==> src/pkg/pecr_pkg.sv <==
// package: offsets, field layouts and reset values of the capability register bank
package pecr_pkg;

	localparam int unsigned ADDR_W = 12;
	localparam int unsigned DATA_W = 32;

	localparam logic [11:0] OFF_HDR_LOG0 = 12'h11C;
	localparam logic [11:0] OFF_HDR_LOG1 = 12'h120;
	localparam logic [11:0] OFF_HDR_LOG2 = 12'h124;
	localparam logic [11:0] OFF_HDR_LOG3 = 12'h128;
	localparam logic [11:0] OFF_SER_CAP = 12'h180;
	localparam logic [11:0] OFF_SER_LOW = 12'h184;
	localparam logic [11:0] OFF_SER_HIGH = 12'h188;
	localparam logic [11:0] OFF_CHN_CAP = 12'h200;
	localparam logic [11:0] OFF_PORT_CHN1 = 12'h204;
	// control bit of our own: when set, software writes reach the locked fields
	localparam logic [11:0] OFF_UNLOCK = 12'h3FC;

	localparam logic [15:0] SER_CAP_ID = 16'h0003;
	localparam logic [15:0] CHN_CAP_ID = 16'h0002;
	localparam logic [3:0] CAP_VERSION = 4'h1;
	localparam int unsigned NEXT_LSB = 20;
	localparam int unsigned NEXT_W = 12;

	localparam int unsigned EXTRA_LSB = 0;
	localparam int unsigned LOWPRI_LSB = 4;
	localparam int unsigned TBASE_LSB = 8;
	localparam int unsigned ENTRY_LSB = 10;
	localparam logic [2:0] EXTRA_RESET = 3'h0;
	localparam logic [2:0] LOWPRI_RESET = 3'h0;
	localparam logic [1:0] TBASE_VALUE = 2'h0;
	localparam logic [1:0] ENTRY_RESET = 2'h2;
	localparam logic [31:0] WORD_RESET = 32'h00000000;

	typedef enum logic [1:0]
	{
		ENTRY_1BIT = 2'h0,
		ENTRY_2BIT = 2'h1,
		ENTRY_4BIT = 2'h2,
		ENTRY_8BIT = 2'h3
	} pecr_entry_size_t;

	typedef struct packed
	{
		logic [2:0] extra_channel_count;
		logic [2:0] low_priority_channel_count;
		pecr_entry_size_t arbitration_entry_size;
	} pecr_port_chn_t;

	typedef struct packed
	{
		logic valid;
		logic [3:0][31:0] logged_header;
	} pecr_err_hdr_t;

	typedef struct packed
	{
		logic wr;
		logic rd;
		logic [11:0] addr;
		logic [31:0] wdata;
	} pecr_bus_req_t;

endpackage

==> src/verilog/pecr_hdr_log.sv <==
// header log: four doublewords of the first uncorrectable error's packet header
module pecr_hdr_log
(
	input wire logic i_clk,
	input wire logic i_rst_n,
	input wire logic i_ce,
	input wire pecr_pkg::pecr_err_hdr_t i_err,
	input wire logic i_clear,
	input wire logic i_sw_wr,
	input wire logic [1:0] i_sw_idx,
	input wire logic [31:0] i_sw_data,
	output logic o_held,
	output logic [3:0][31:0] o_log
);

	typedef struct packed
	{
		logic held;
		logic [3:0][31:0] log;
	} pecr_hl_state_t;

	pecr_hl_state_t st;
	pecr_hl_state_t next_st;

	always_comb
	begin
		next_st = st;
		if (i_sw_wr)
		begin
			next_st.log[i_sw_idx] = i_sw_data;
		end
		if (i_clear)
		begin
			next_st.held = 1'b0;
		end
		// only the first error is kept; a new one in the clear cycle still lands
		if (i_err.valid && (!st.held || i_clear))
		begin
			next_st.log = i_err.logged_header;
			next_st.held = 1'b1;
		end
	end

	always_ff @(posedge i_clk)
	begin
		if (!i_rst_n)
		begin
			st <= '0;
		end
		else if (i_ce)
		begin
			st <= next_st;
		end
	end

	assign o_held = st.held;
	assign o_log = st.log;

endmodule

==> src/verilog/pecr_regs.sv <==
// register bank: error header log, serial number and channel capability words
////////////////////////////////////////////////////////////////////////////////
//
// Operation
// - The first header doubleword of the first uncorrectable error packet is logged at 0x11C.
// - Header doublewords two to four of that packet are logged in order at 0x120, 0x124 and 0x128.
// - The serial capability header at 0x180 reads identifier 0x3 in bits 15:0.
// - The serial capability header reads version 0x1 in bits 19:16.
// - Bits 31:20 of each capability header hold the next capability offset, zero ending the list.
// - Offset 0x184 holds the low 32 bits of the 64-bit unique identifier, resetting to zero.
// - Offset 0x188 holds the high 32 bits of the 64-bit unique identifier, resetting to zero.
// - The channel capability header at 0x200 reads identifier 0x2 in bits 15:0.
// - The channel capability header reads version 0x1 in bits 19:16.
// - The extra channel count in bits 2:0 of 0x204 resets to zero, meaning only channel 0.
// - The low priority channel count in bits 6:4 resets to zero and means nothing.
// - The arbitration time base in bits 9:8 is read-only zero.
// - The arbitration entry size in bits 11:10 encodes 1, 2, 4, 8 bit entries and resets to 2.
module pecr_regs
#(
	parameter logic [11:0] SER_NEXT_RESET = 12'h200,
	parameter logic [11:0] CHN_NEXT_RESET = 12'h000
)
(
	input wire logic i_clk,
	input wire logic i_rst_n,
	input wire logic i_ce,
	input wire logic [11:0] i_addr,
	input wire logic [31:0] i_wdata,
	input wire logic i_wr,
	input wire logic i_rd,
	input wire pecr_pkg::pecr_err_hdr_t i_err,
	input wire logic i_err_clear,
	output logic [31:0] o_rdata,
	output logic o_err_held,
	output logic [63:0] o_serial,
	output logic [2:0] o_extra_channel_count,
	output logic [1:0] o_arbitration_entry_size
);

	////////////////////////////////////////////////////////////////////////////////

	typedef struct packed
	{
		logic unlock;
		logic [11:0] ser_next;
		logic [11:0] chn_next;
		logic [31:0] ser_low;
		logic [31:0] ser_high;
		pecr_pkg::pecr_port_chn_t chn;
		logic [31:0] rdata;
		logic held;
		logic [63:0] serial;
		logic [2:0] extra;
		logic [1:0] entry;
	} pecr_state_t;

	pecr_state_t st;
	pecr_state_t next_st;
	logic log_held;
	logic [3:0][31:0] log_words;
	logic log_wr;
	logic [1:0] log_idx;

	function automatic logic [31:0] cap_header(input logic [15:0] id, input logic [11:0] nxt);
		cap_header = {nxt, pecr_pkg::CAP_VERSION, id};
	endfunction

	function automatic logic [31:0] port_chn_word(input pecr_pkg::pecr_port_chn_t c);
		port_chn_word = '0;
		port_chn_word[pecr_pkg::EXTRA_LSB +: 3] = c.extra_channel_count;
		port_chn_word[pecr_pkg::LOWPRI_LSB +: 3] = c.low_priority_channel_count;
		port_chn_word[pecr_pkg::TBASE_LSB +: 2] = pecr_pkg::TBASE_VALUE;
		port_chn_word[pecr_pkg::ENTRY_LSB +: 2] = c.arbitration_entry_size;
	endfunction

	////////////////////////////////////////////////////////////////////////////////

	// locked log words accept software writes only while unlocked
	always_comb
	begin
		log_wr = 1'b0;
		log_idx = 2'h0;
		if (i_wr && st.unlock)
		begin
			unique case (i_addr)
				pecr_pkg::OFF_HDR_LOG0:
				begin
					log_wr = 1'b1;
					log_idx = 2'h0;
				end
				pecr_pkg::OFF_HDR_LOG1:
				begin
					log_wr = 1'b1;
					log_idx = 2'h1;
				end
				pecr_pkg::OFF_HDR_LOG2:
				begin
					log_wr = 1'b1;
					log_idx = 2'h2;
				end
				pecr_pkg::OFF_HDR_LOG3:
				begin
					log_wr = 1'b1;
					log_idx = 2'h3;
				end
				default:
				begin
					log_wr = 1'b0;
				end
			endcase
		end
	end

	pecr_hdr_log u_hdr_log
	(
		.i_clk(i_clk),
		.i_rst_n(i_rst_n),
		.i_ce(i_ce),
		.i_err(i_err),
		.i_clear(i_err_clear),
		.i_sw_wr(log_wr),
		.i_sw_idx(log_idx),
		.i_sw_data(i_wdata),
		.o_held(log_held),
		.o_log(log_words)
	);

	////////////////////////////////////////////////////////////////////////////////

	always_comb
	begin
		next_st = st;
		if (i_wr)
		begin
			if (i_addr == pecr_pkg::OFF_UNLOCK)
			begin
				next_st.unlock = i_wdata[0];
			end
			else if (st.unlock)
			begin
				// identifier and version bits are constants, only the offset field takes writes
				unique case (i_addr)
					pecr_pkg::OFF_SER_CAP: next_st.ser_next = i_wdata[pecr_pkg::NEXT_LSB +: pecr_pkg::NEXT_W];
					pecr_pkg::OFF_CHN_CAP: next_st.chn_next = i_wdata[pecr_pkg::NEXT_LSB +: pecr_pkg::NEXT_W];
					pecr_pkg::OFF_SER_LOW: next_st.ser_low = i_wdata;
					pecr_pkg::OFF_SER_HIGH: next_st.ser_high = i_wdata;
					pecr_pkg::OFF_PORT_CHN1:
					begin
						// time base and reserved bits are dropped here
						next_st.chn.extra_channel_count = i_wdata[pecr_pkg::EXTRA_LSB +: 3];
						next_st.chn.low_priority_channel_count = i_wdata[pecr_pkg::LOWPRI_LSB +: 3];
						next_st.chn.arbitration_entry_size =
							pecr_pkg::pecr_entry_size_t'(i_wdata[pecr_pkg::ENTRY_LSB +: 2]);
					end
					default:
					begin
						next_st.unlock = st.unlock;
					end
				endcase
			end
		end

		// unmapped addresses and write-only cycles read back zero
		next_st.rdata = '0;
		if (i_rd)
		begin
			unique case (i_addr)
				pecr_pkg::OFF_HDR_LOG0: next_st.rdata = log_words[0];
				pecr_pkg::OFF_HDR_LOG1: next_st.rdata = log_words[1];
				pecr_pkg::OFF_HDR_LOG2: next_st.rdata = log_words[2];
				pecr_pkg::OFF_HDR_LOG3: next_st.rdata = log_words[3];
				pecr_pkg::OFF_SER_CAP: next_st.rdata = cap_header(pecr_pkg::SER_CAP_ID, st.ser_next);
				pecr_pkg::OFF_SER_LOW: next_st.rdata = st.ser_low;
				pecr_pkg::OFF_SER_HIGH: next_st.rdata = st.ser_high;
				pecr_pkg::OFF_CHN_CAP: next_st.rdata = cap_header(pecr_pkg::CHN_CAP_ID, st.chn_next);
				pecr_pkg::OFF_PORT_CHN1: next_st.rdata = port_chn_word(st.chn);
				pecr_pkg::OFF_UNLOCK: next_st.rdata = {31'h00000000, st.unlock};
				default: next_st.rdata = '0;
			endcase
		end

		// mirrors registered so every output leaves a flip-flop
		next_st.held = log_held;
		next_st.serial = {next_st.ser_high, next_st.ser_low};
		next_st.extra = next_st.chn.extra_channel_count;
		next_st.entry = next_st.chn.arbitration_entry_size;
	end

	always_ff @(posedge i_clk)
	begin
		if (!i_rst_n)
		begin
			st.unlock <= 1'b0;
			st.ser_next <= SER_NEXT_RESET;
			st.chn_next <= CHN_NEXT_RESET;
			st.ser_low <= pecr_pkg::WORD_RESET;
			st.ser_high <= pecr_pkg::WORD_RESET;
			st.chn.extra_channel_count <= pecr_pkg::EXTRA_RESET;
			st.chn.low_priority_channel_count <= pecr_pkg::LOWPRI_RESET;
			st.chn.arbitration_entry_size <= pecr_pkg::ENTRY_4BIT;
			st.rdata <= pecr_pkg::WORD_RESET;
			st.held <= 1'b0;
			st.serial <= 64'h0000000000000000;
			st.extra <= pecr_pkg::EXTRA_RESET;
			st.entry <= pecr_pkg::ENTRY_RESET;
		end
		else if (i_ce)
		begin
			st <= next_st;
		end
	end

	assign o_rdata = st.rdata;
	assign o_err_held = st.held;
	assign o_serial = st.serial;
	assign o_extra_channel_count = st.extra;
	assign o_arbitration_entry_size = st.entry;

endmodule
==> config.mk <==
export PLATFORM = sky130hd
export DESIGN_NAME = pecr_regs
export DESIGN_NICKNAME = d
export VERILOG_FILES = /design/src/pkg/pecr_pkg.sv /design/src/verilog/pecr_hdr_log.sv /design/src/verilog/pecr_regs.sv
export SDC_FILE = /design/constraint.sdc
export NUM_CORES = 1
export LEC_CHECK = 0
export BUFFER_PORTS_ARGS = -buffer_cell sky130_fd_sc_hd__buf_2
export CELL_PAD_IN_SITES_DETAIL_PLACEMENT = 2
export CELL_PAD_IN_SITES_GLOBAL_PLACEMENT = 2
export CORE_UTILIZATION = 36
export DETAILED_ROUTE_END_ITERATION = 6
export GPL_TIMING_DRIVEN = 0
export PLACE_DENSITY = 0.92
export SYNTH_ARGS = -nofsm -noshare
export SYNTH_HDL_FRONTEND = slang
export SYNTH_SLANG_ARGS = --single-unit
==> constraint.sdc <==
create_clock -name i_clk -period 4.67 [get_ports i_clk]
set_clock_uncertainty 0.2 [all_clocks]
set_input_delay 0.7005 -clock i_clk [delete_from_list [all_inputs] [get_ports i_clk]]
set_output_delay 0.7005 -clock i_clk [all_outputs]
set_load 0.02 [all_outputs]
Word level (Yosys, flattened, before mapping) --
Index checks and enable logic that the tools add are counted. Widths: inputs -> output; s select.
Word-level totals: input bits 179, output and inout port bits 102, register bits after elaboration 323
Cells by class: order comparisons 2, bitwise gates (word level) 1, reduce and logical (&&, ||, !) cells 14, equality and inequality tests 10, mux-type cells 21
Operator list (count):
- $pmux 32 s10 | 1
- $mux 72 | 2
- $mux 129 | 1
- $bwmux 128 | 1
- $mux 128 | 1
- $mux 32 | 4
- $mux 97 | 1
- $eq 12x9->1 const B | 7
- $demux 32 s2 | 1
- $eq 12x10->1 const B | 3
- $mux 12 | 2
- $reduce_and 5->1 | 3
- $mux 8 | 1
- $pmux 2 s3 | 1
- $reduce_and 2->1 | 3
- $mux 1 | 4
- $reduce_bool 2->1 | 2
- $reduce_or 4->1 | 1
- $logic_and 1x1->1 | 3
- $lt 2x3->1 const B | 1
- $ge 2x1->1 const B | 1
- $mux 2 | 1
- $logic_not 1->1 | 1
- $logic_or 1x1->1 | 1
- $not 1->1 | 1

Depth between registers and ports, before layout --
word-level depth 10, mapped depth 9, mapped depth without buffers 5

By module --
A second synthesis with hierarchy kept.
Second synthesis, totals: cells, all modules 1557, area total of the unflattened synthesis 14332.5 µm²
By module, submodules not included:
- pecr_regs | instances 1, area an instance 7484.7 µm², cells each 916
- pecr_hdr_log | instances 1, area an instance 6847.8 µm², cells each 641

Worst setup path after synthesis --
OpenSTA, ideal clock, no wires.
path kind input -> register, start input i_addr[1], end register u_hdr_log.st (netlist bit u_hdr_log.o_log[35]), data arrival time 2.487 ns, path slack 1.837 ns, setup time 0.146 ns, cell stages on the path 8, required time 4.324 ns, path through buf_2 > or4_4 > nor4_4 > o2111a_2 > or2_1 > buf_4 > buf_8 > a211oi_2
On the way: cells in the longest elaborated chain, start to end 10, elaborated cells between the ends (all ways) 19
Ends and longest elaborated chain:
- from (decl) | RTL line pecr_regs.sv:27 | input wire logic [11:0] i_addr,
- $eq 12x9->1 | RTL line pecr_regs.sv:85 | unique case (i_addr)
- $pmux 2 s3 | RTL line pecr_regs.sv:85
- $mux 2 | RTL line pecr_regs.sv:83 | if (i_wr && st.unlock)
- $lt 2x3->1 (not written as such) or $ge 2x1->1 (tied branches) | RTL line pecr_hdr_log.sv:30 | next_st.log[i_sw_idx] = i_sw_data;
- $logic_and 1x1->1 (not written as such) | RTL line pecr_hdr_log.sv:30
- $mux 32 (not written as such) | RTL line pecr_hdr_log.sv:30
- $demux 32 s2
- $bwmux 128 | RTL line pecr_hdr_log.sv:30
- $mux 128 | RTL line pecr_hdr_log.sv:28 | if (i_sw_wr)
- $mux 129 | RTL line pecr_hdr_log.sv:37 | if (i_err.valid && (!st.held || i_clear))
- to (signal assigned) | RTL line pecr_hdr_log.sv:52 | st <= next_st;
- to (decl) | RTL line pecr_hdr_log.sv:22 | pecr_hl_state_t st;
Parallel ways exist; a longest one is shown, timed or not. The select of a mux whose other input is x is not followed. A chain may end at the register's enable or synchronous reset.

Worst setup path in the final report --
start input i_addr[9], end register st (netlist bit o_rdata[23])
On the way: cells in the longest elaborated chain, start to end 3, elaborated cells between the ends (all ways) 12
Ends and longest elaborated chain:
- $eq 12x10->1 or $eq 12x9->1 (tied branches) | RTL line pecr_regs.sv:167 | unique case (i_addr)
- $pmux 32 s10 * | RTL line pecr_regs.sv:167
- $mux 32 * | RTL line pecr_regs.sv:165 | if (i_rd)
- to (signal assigned) | RTL line pecr_regs.sv:209 | st <= next_st;
- to (decl) | RTL line pecr_regs.sv:57 | pecr_state_t st;
Every way passes the cells marked *; elsewhere a longest branch is shown, timed or not.

==> out/summary.txt <==
setup TNS -> 0 ns
syn_area_per_cell -> 8.95 um2
top cell family by delay on the critical path -> buffers and inverters
Hold WS -> 0.228 ns
net switching component of the power -> 1.56 mW
die width -> 200 um
first-pass GRT wire length -> 109000 um
final setup vio count -> 0
Top FF cell, synth -> dfxtp_1
internal power -> 3.92 mW
Critical Path Most Common Cell -> buf_2
Starting Density -> 0.370
clock buffer count from CTS -> 30
CTS H-tree depth -> 1
Worst-path clk slew -> 0.07 ns
Area Overhead vs Synth -> 21.4%
post-CTS setup buffers -> 0
layout cells sized above 1 -> 0.274
Root Buffer -> clkbuf_16
Worst setup EP type -> flop
peak supply drop -> 0.281 mV
slowest stage cell, crit path -> clkbuf_1
Std-Cell Rows -> 71
Ports -> 281
commonest non-fill, non-tap cells in the layout -> 299 x buf_2, 259 x dfxtp_1, 155 x a22oi_1
non-filler instance count after layout -> 2410
pwr dens -> 321 nW/um2
crit path time final -> 3.76 ns
Clock Sinks -> 259
Core ar. -> 38000 um2
Clock Power Share -> 0.445
Final period util -> 0.806
number of global-route vias before repair -> 15800
Vias/cell -> 6.25
cell-by-cell trace of the critical path -> buf_2, nor4b_2, buf_2, buf_1, clkbuf_1, o21ai_0, a221oi_1
WP buf/inv -> 4
Die Y -> 200 um
commonest non-fill, non-tap cell in the layout -> buf_2
post-detailed-route count of antenna-violating nets -> 0
Worst Hold Class -> in -> reg
Vias -> 15100
FF+latch count, synth -> 259
DR iter-0 viols -> 1440
Total Power -> 5.48 mW
Synth Instances -> 1570
Die ar. -> 39800 um2
RePlAce Congestion -> 1.00
failing checks -> max-capacitance violations, max-slew violations
fin. max-slew vios -> 8
initial antenna violation count -> 4
Routed wire per std cell -> 31.9 um
max-cap viol count -> 1
fin util -> 0.448
total global-route track usage -> 0.379
required time of the critical path -> 4.94 ns
sequential share of power -> 0.427
arrival time worst endpoint -> 4.04 ns
crit path kind -> in -> reg
DRT Pass-1 Iters -> 6
hpwl dp -> 58600 um
sequential area share after synthesis -> 0.369
CTS max path bufs -> 3
RSZ-0062 raised after global routing -> false
post-CTS sizing -> 0
fin nets -> 2053
Syn Nets -> 1749
synth unique cells -> 64
CTS Hold Bufs -> 0
Least-Margin Pin Slew -> 1.57 ns
CP startpoint kind -> input port
Warnings, synthesis -> 0
CTS tree -> yes
Max Clock Freq -> 266 MHz
I/O Buffers -> 272
Switching Share -> 0.285
number of synthesized flops with an enable pin -> 0
final wirelength -> 76800 um
worst skew pair latency -> 0.57 ns
CP peak stage delay -> 0.76 ns
relative slew slack -> -0.0471
outcome -> finished, violations left
leakage -> 7.28 nW
grt ovf -> 0
post-synthesis async set-or-reset flop share -> 0
DR DRC count -> 0
Inst Count DP -> 2353
Logic pwr share -> 0.127
final hold vios -> 0
Mapped Area -> 14000 um2
Critical Path Fanout Max -> 10
pin count of the biggest net entering global routing -> 15
## routing by layer
metal	track usage	up-vias	wire, um
li1	-	6397	-
met1	0.493	7610	31200
met2	0.622	867	35600
met3	0.0668	178	7020
met4	0.140	4	2990
met5	0	-	25
## Yosys cell counts, drive strengths merged, types with 8 or more instances
master / n / area [um2]
dfxtp: 259 / 5180
and3: 43 / 269
nand2: 95 / 357
inv: 8 / 30.0
mux2i: 140 / 1400
a221oi: 29 / 254
a222oi: 15 / 150
buf: 150 / 1070
o21ai: 43 / 215
a21oi: 14 / 77.6
o22ai: 12 / 75.1
o2bb2ai: 12 / 105
clkbuf: 112 / 420
a22oi: 155 / 1160
nand3: 23 / 133
a211oi: 105 / 938
nor2: 109 / 409
nor3: 101 / 517
a21boi: 66 / 495
## metrics by stage
| step | worst slack, ns | cell area [um2] |
|---|---|---|
| 2_1_floorplan | 1.84 | 14000 |
| 4_1_cts | 1.22 | 17000 |
| 6_report | 0.906 | 17100 |
| 3_3_place_gp | 0.591 | 16100 |
| 3_5_place_dp | 0.626 | 16100 |
| 5_1_grt | 1.01 | 17000 |
## path summary, 6_finish.rpt
check                                     endpoint  depth (start not counted)                              from  slack [ns]
setup reg to reg  u_hdr_log.o_log[68]$_SDFFE_PN0P_                          6     u_hdr_log.o_held$_SDFFE_PN0P_        1.39
hold reg to reg   u_hdr_log.o_log[23]$_SDFFE_PN0P_                          2  u_hdr_log.o_log[23]$_SDFFE_PN0P_        0.27
setup / recovery          o_rdata[23]$_SDFFE_PN0P_                          7                         i_addr[9]        0.91
hold / removal                st[113]$_SDFFE_PN0P_                          3                        i_wdata[3]        0.23
## power by group through the flow
stage | Sequential, mW | Combinational (mW) | Clock, mW
after global routing | 2.34 | 0.719 | 2.51
after detailed placement | 2.38 | 0.665 | 0
final | 2.34 | 0.698 | 2.44
after CTS | 2.34 | 0.675 | 2.44
after floorplan | 2.36 | 0.357 | 0
after global placement | 2.38 | 0.641 | 0
## kinds of logic after synthesis
| logic type | Yosys count | share of synthesized area |
|---|---|---|
| flops | 259 | 0.369 |
| buf+inv | 270 | 0.108 |
| simple gates | 417 | 0.151 |
| compound gates | 478 | 0.267 |
| mux | 146 | 0.105 |
## sequential cells by signal (all words and copies together) (netlist names)
signal,flops
o_arbitration_entry_size,2
o_err_held,1
o_extra_channel_count,3
o_rdata,32
o_serial,1
st,91
u_hdr_log.o_held,1
u_hdr_log.o_log,128
## area by class of cell
cell class              instances  area [um2]
clock buffers                  48         930
fillers                      4276       21000
well taps                     511         639
flip-flops and latches        259        5180
diodes                          3        7.51
inverters                       8        30.0
plain buffers                 262        1490
repair buffers                272        1360
multi-input cells            1041        7340
clock inverters                 6        62.6
## worst reg2reg max path: stages, from the launching register on
cell and delay (ns):
dfxtp_1 0.37, nand2b_1 0.13, clkbuf_1 0.36, clkbuf_1 0.42
a21boi_0 1.15, a22oi_1 0.22, a211oi_1 0.33
Note: power is estimated with default switching activity, not from simulation.
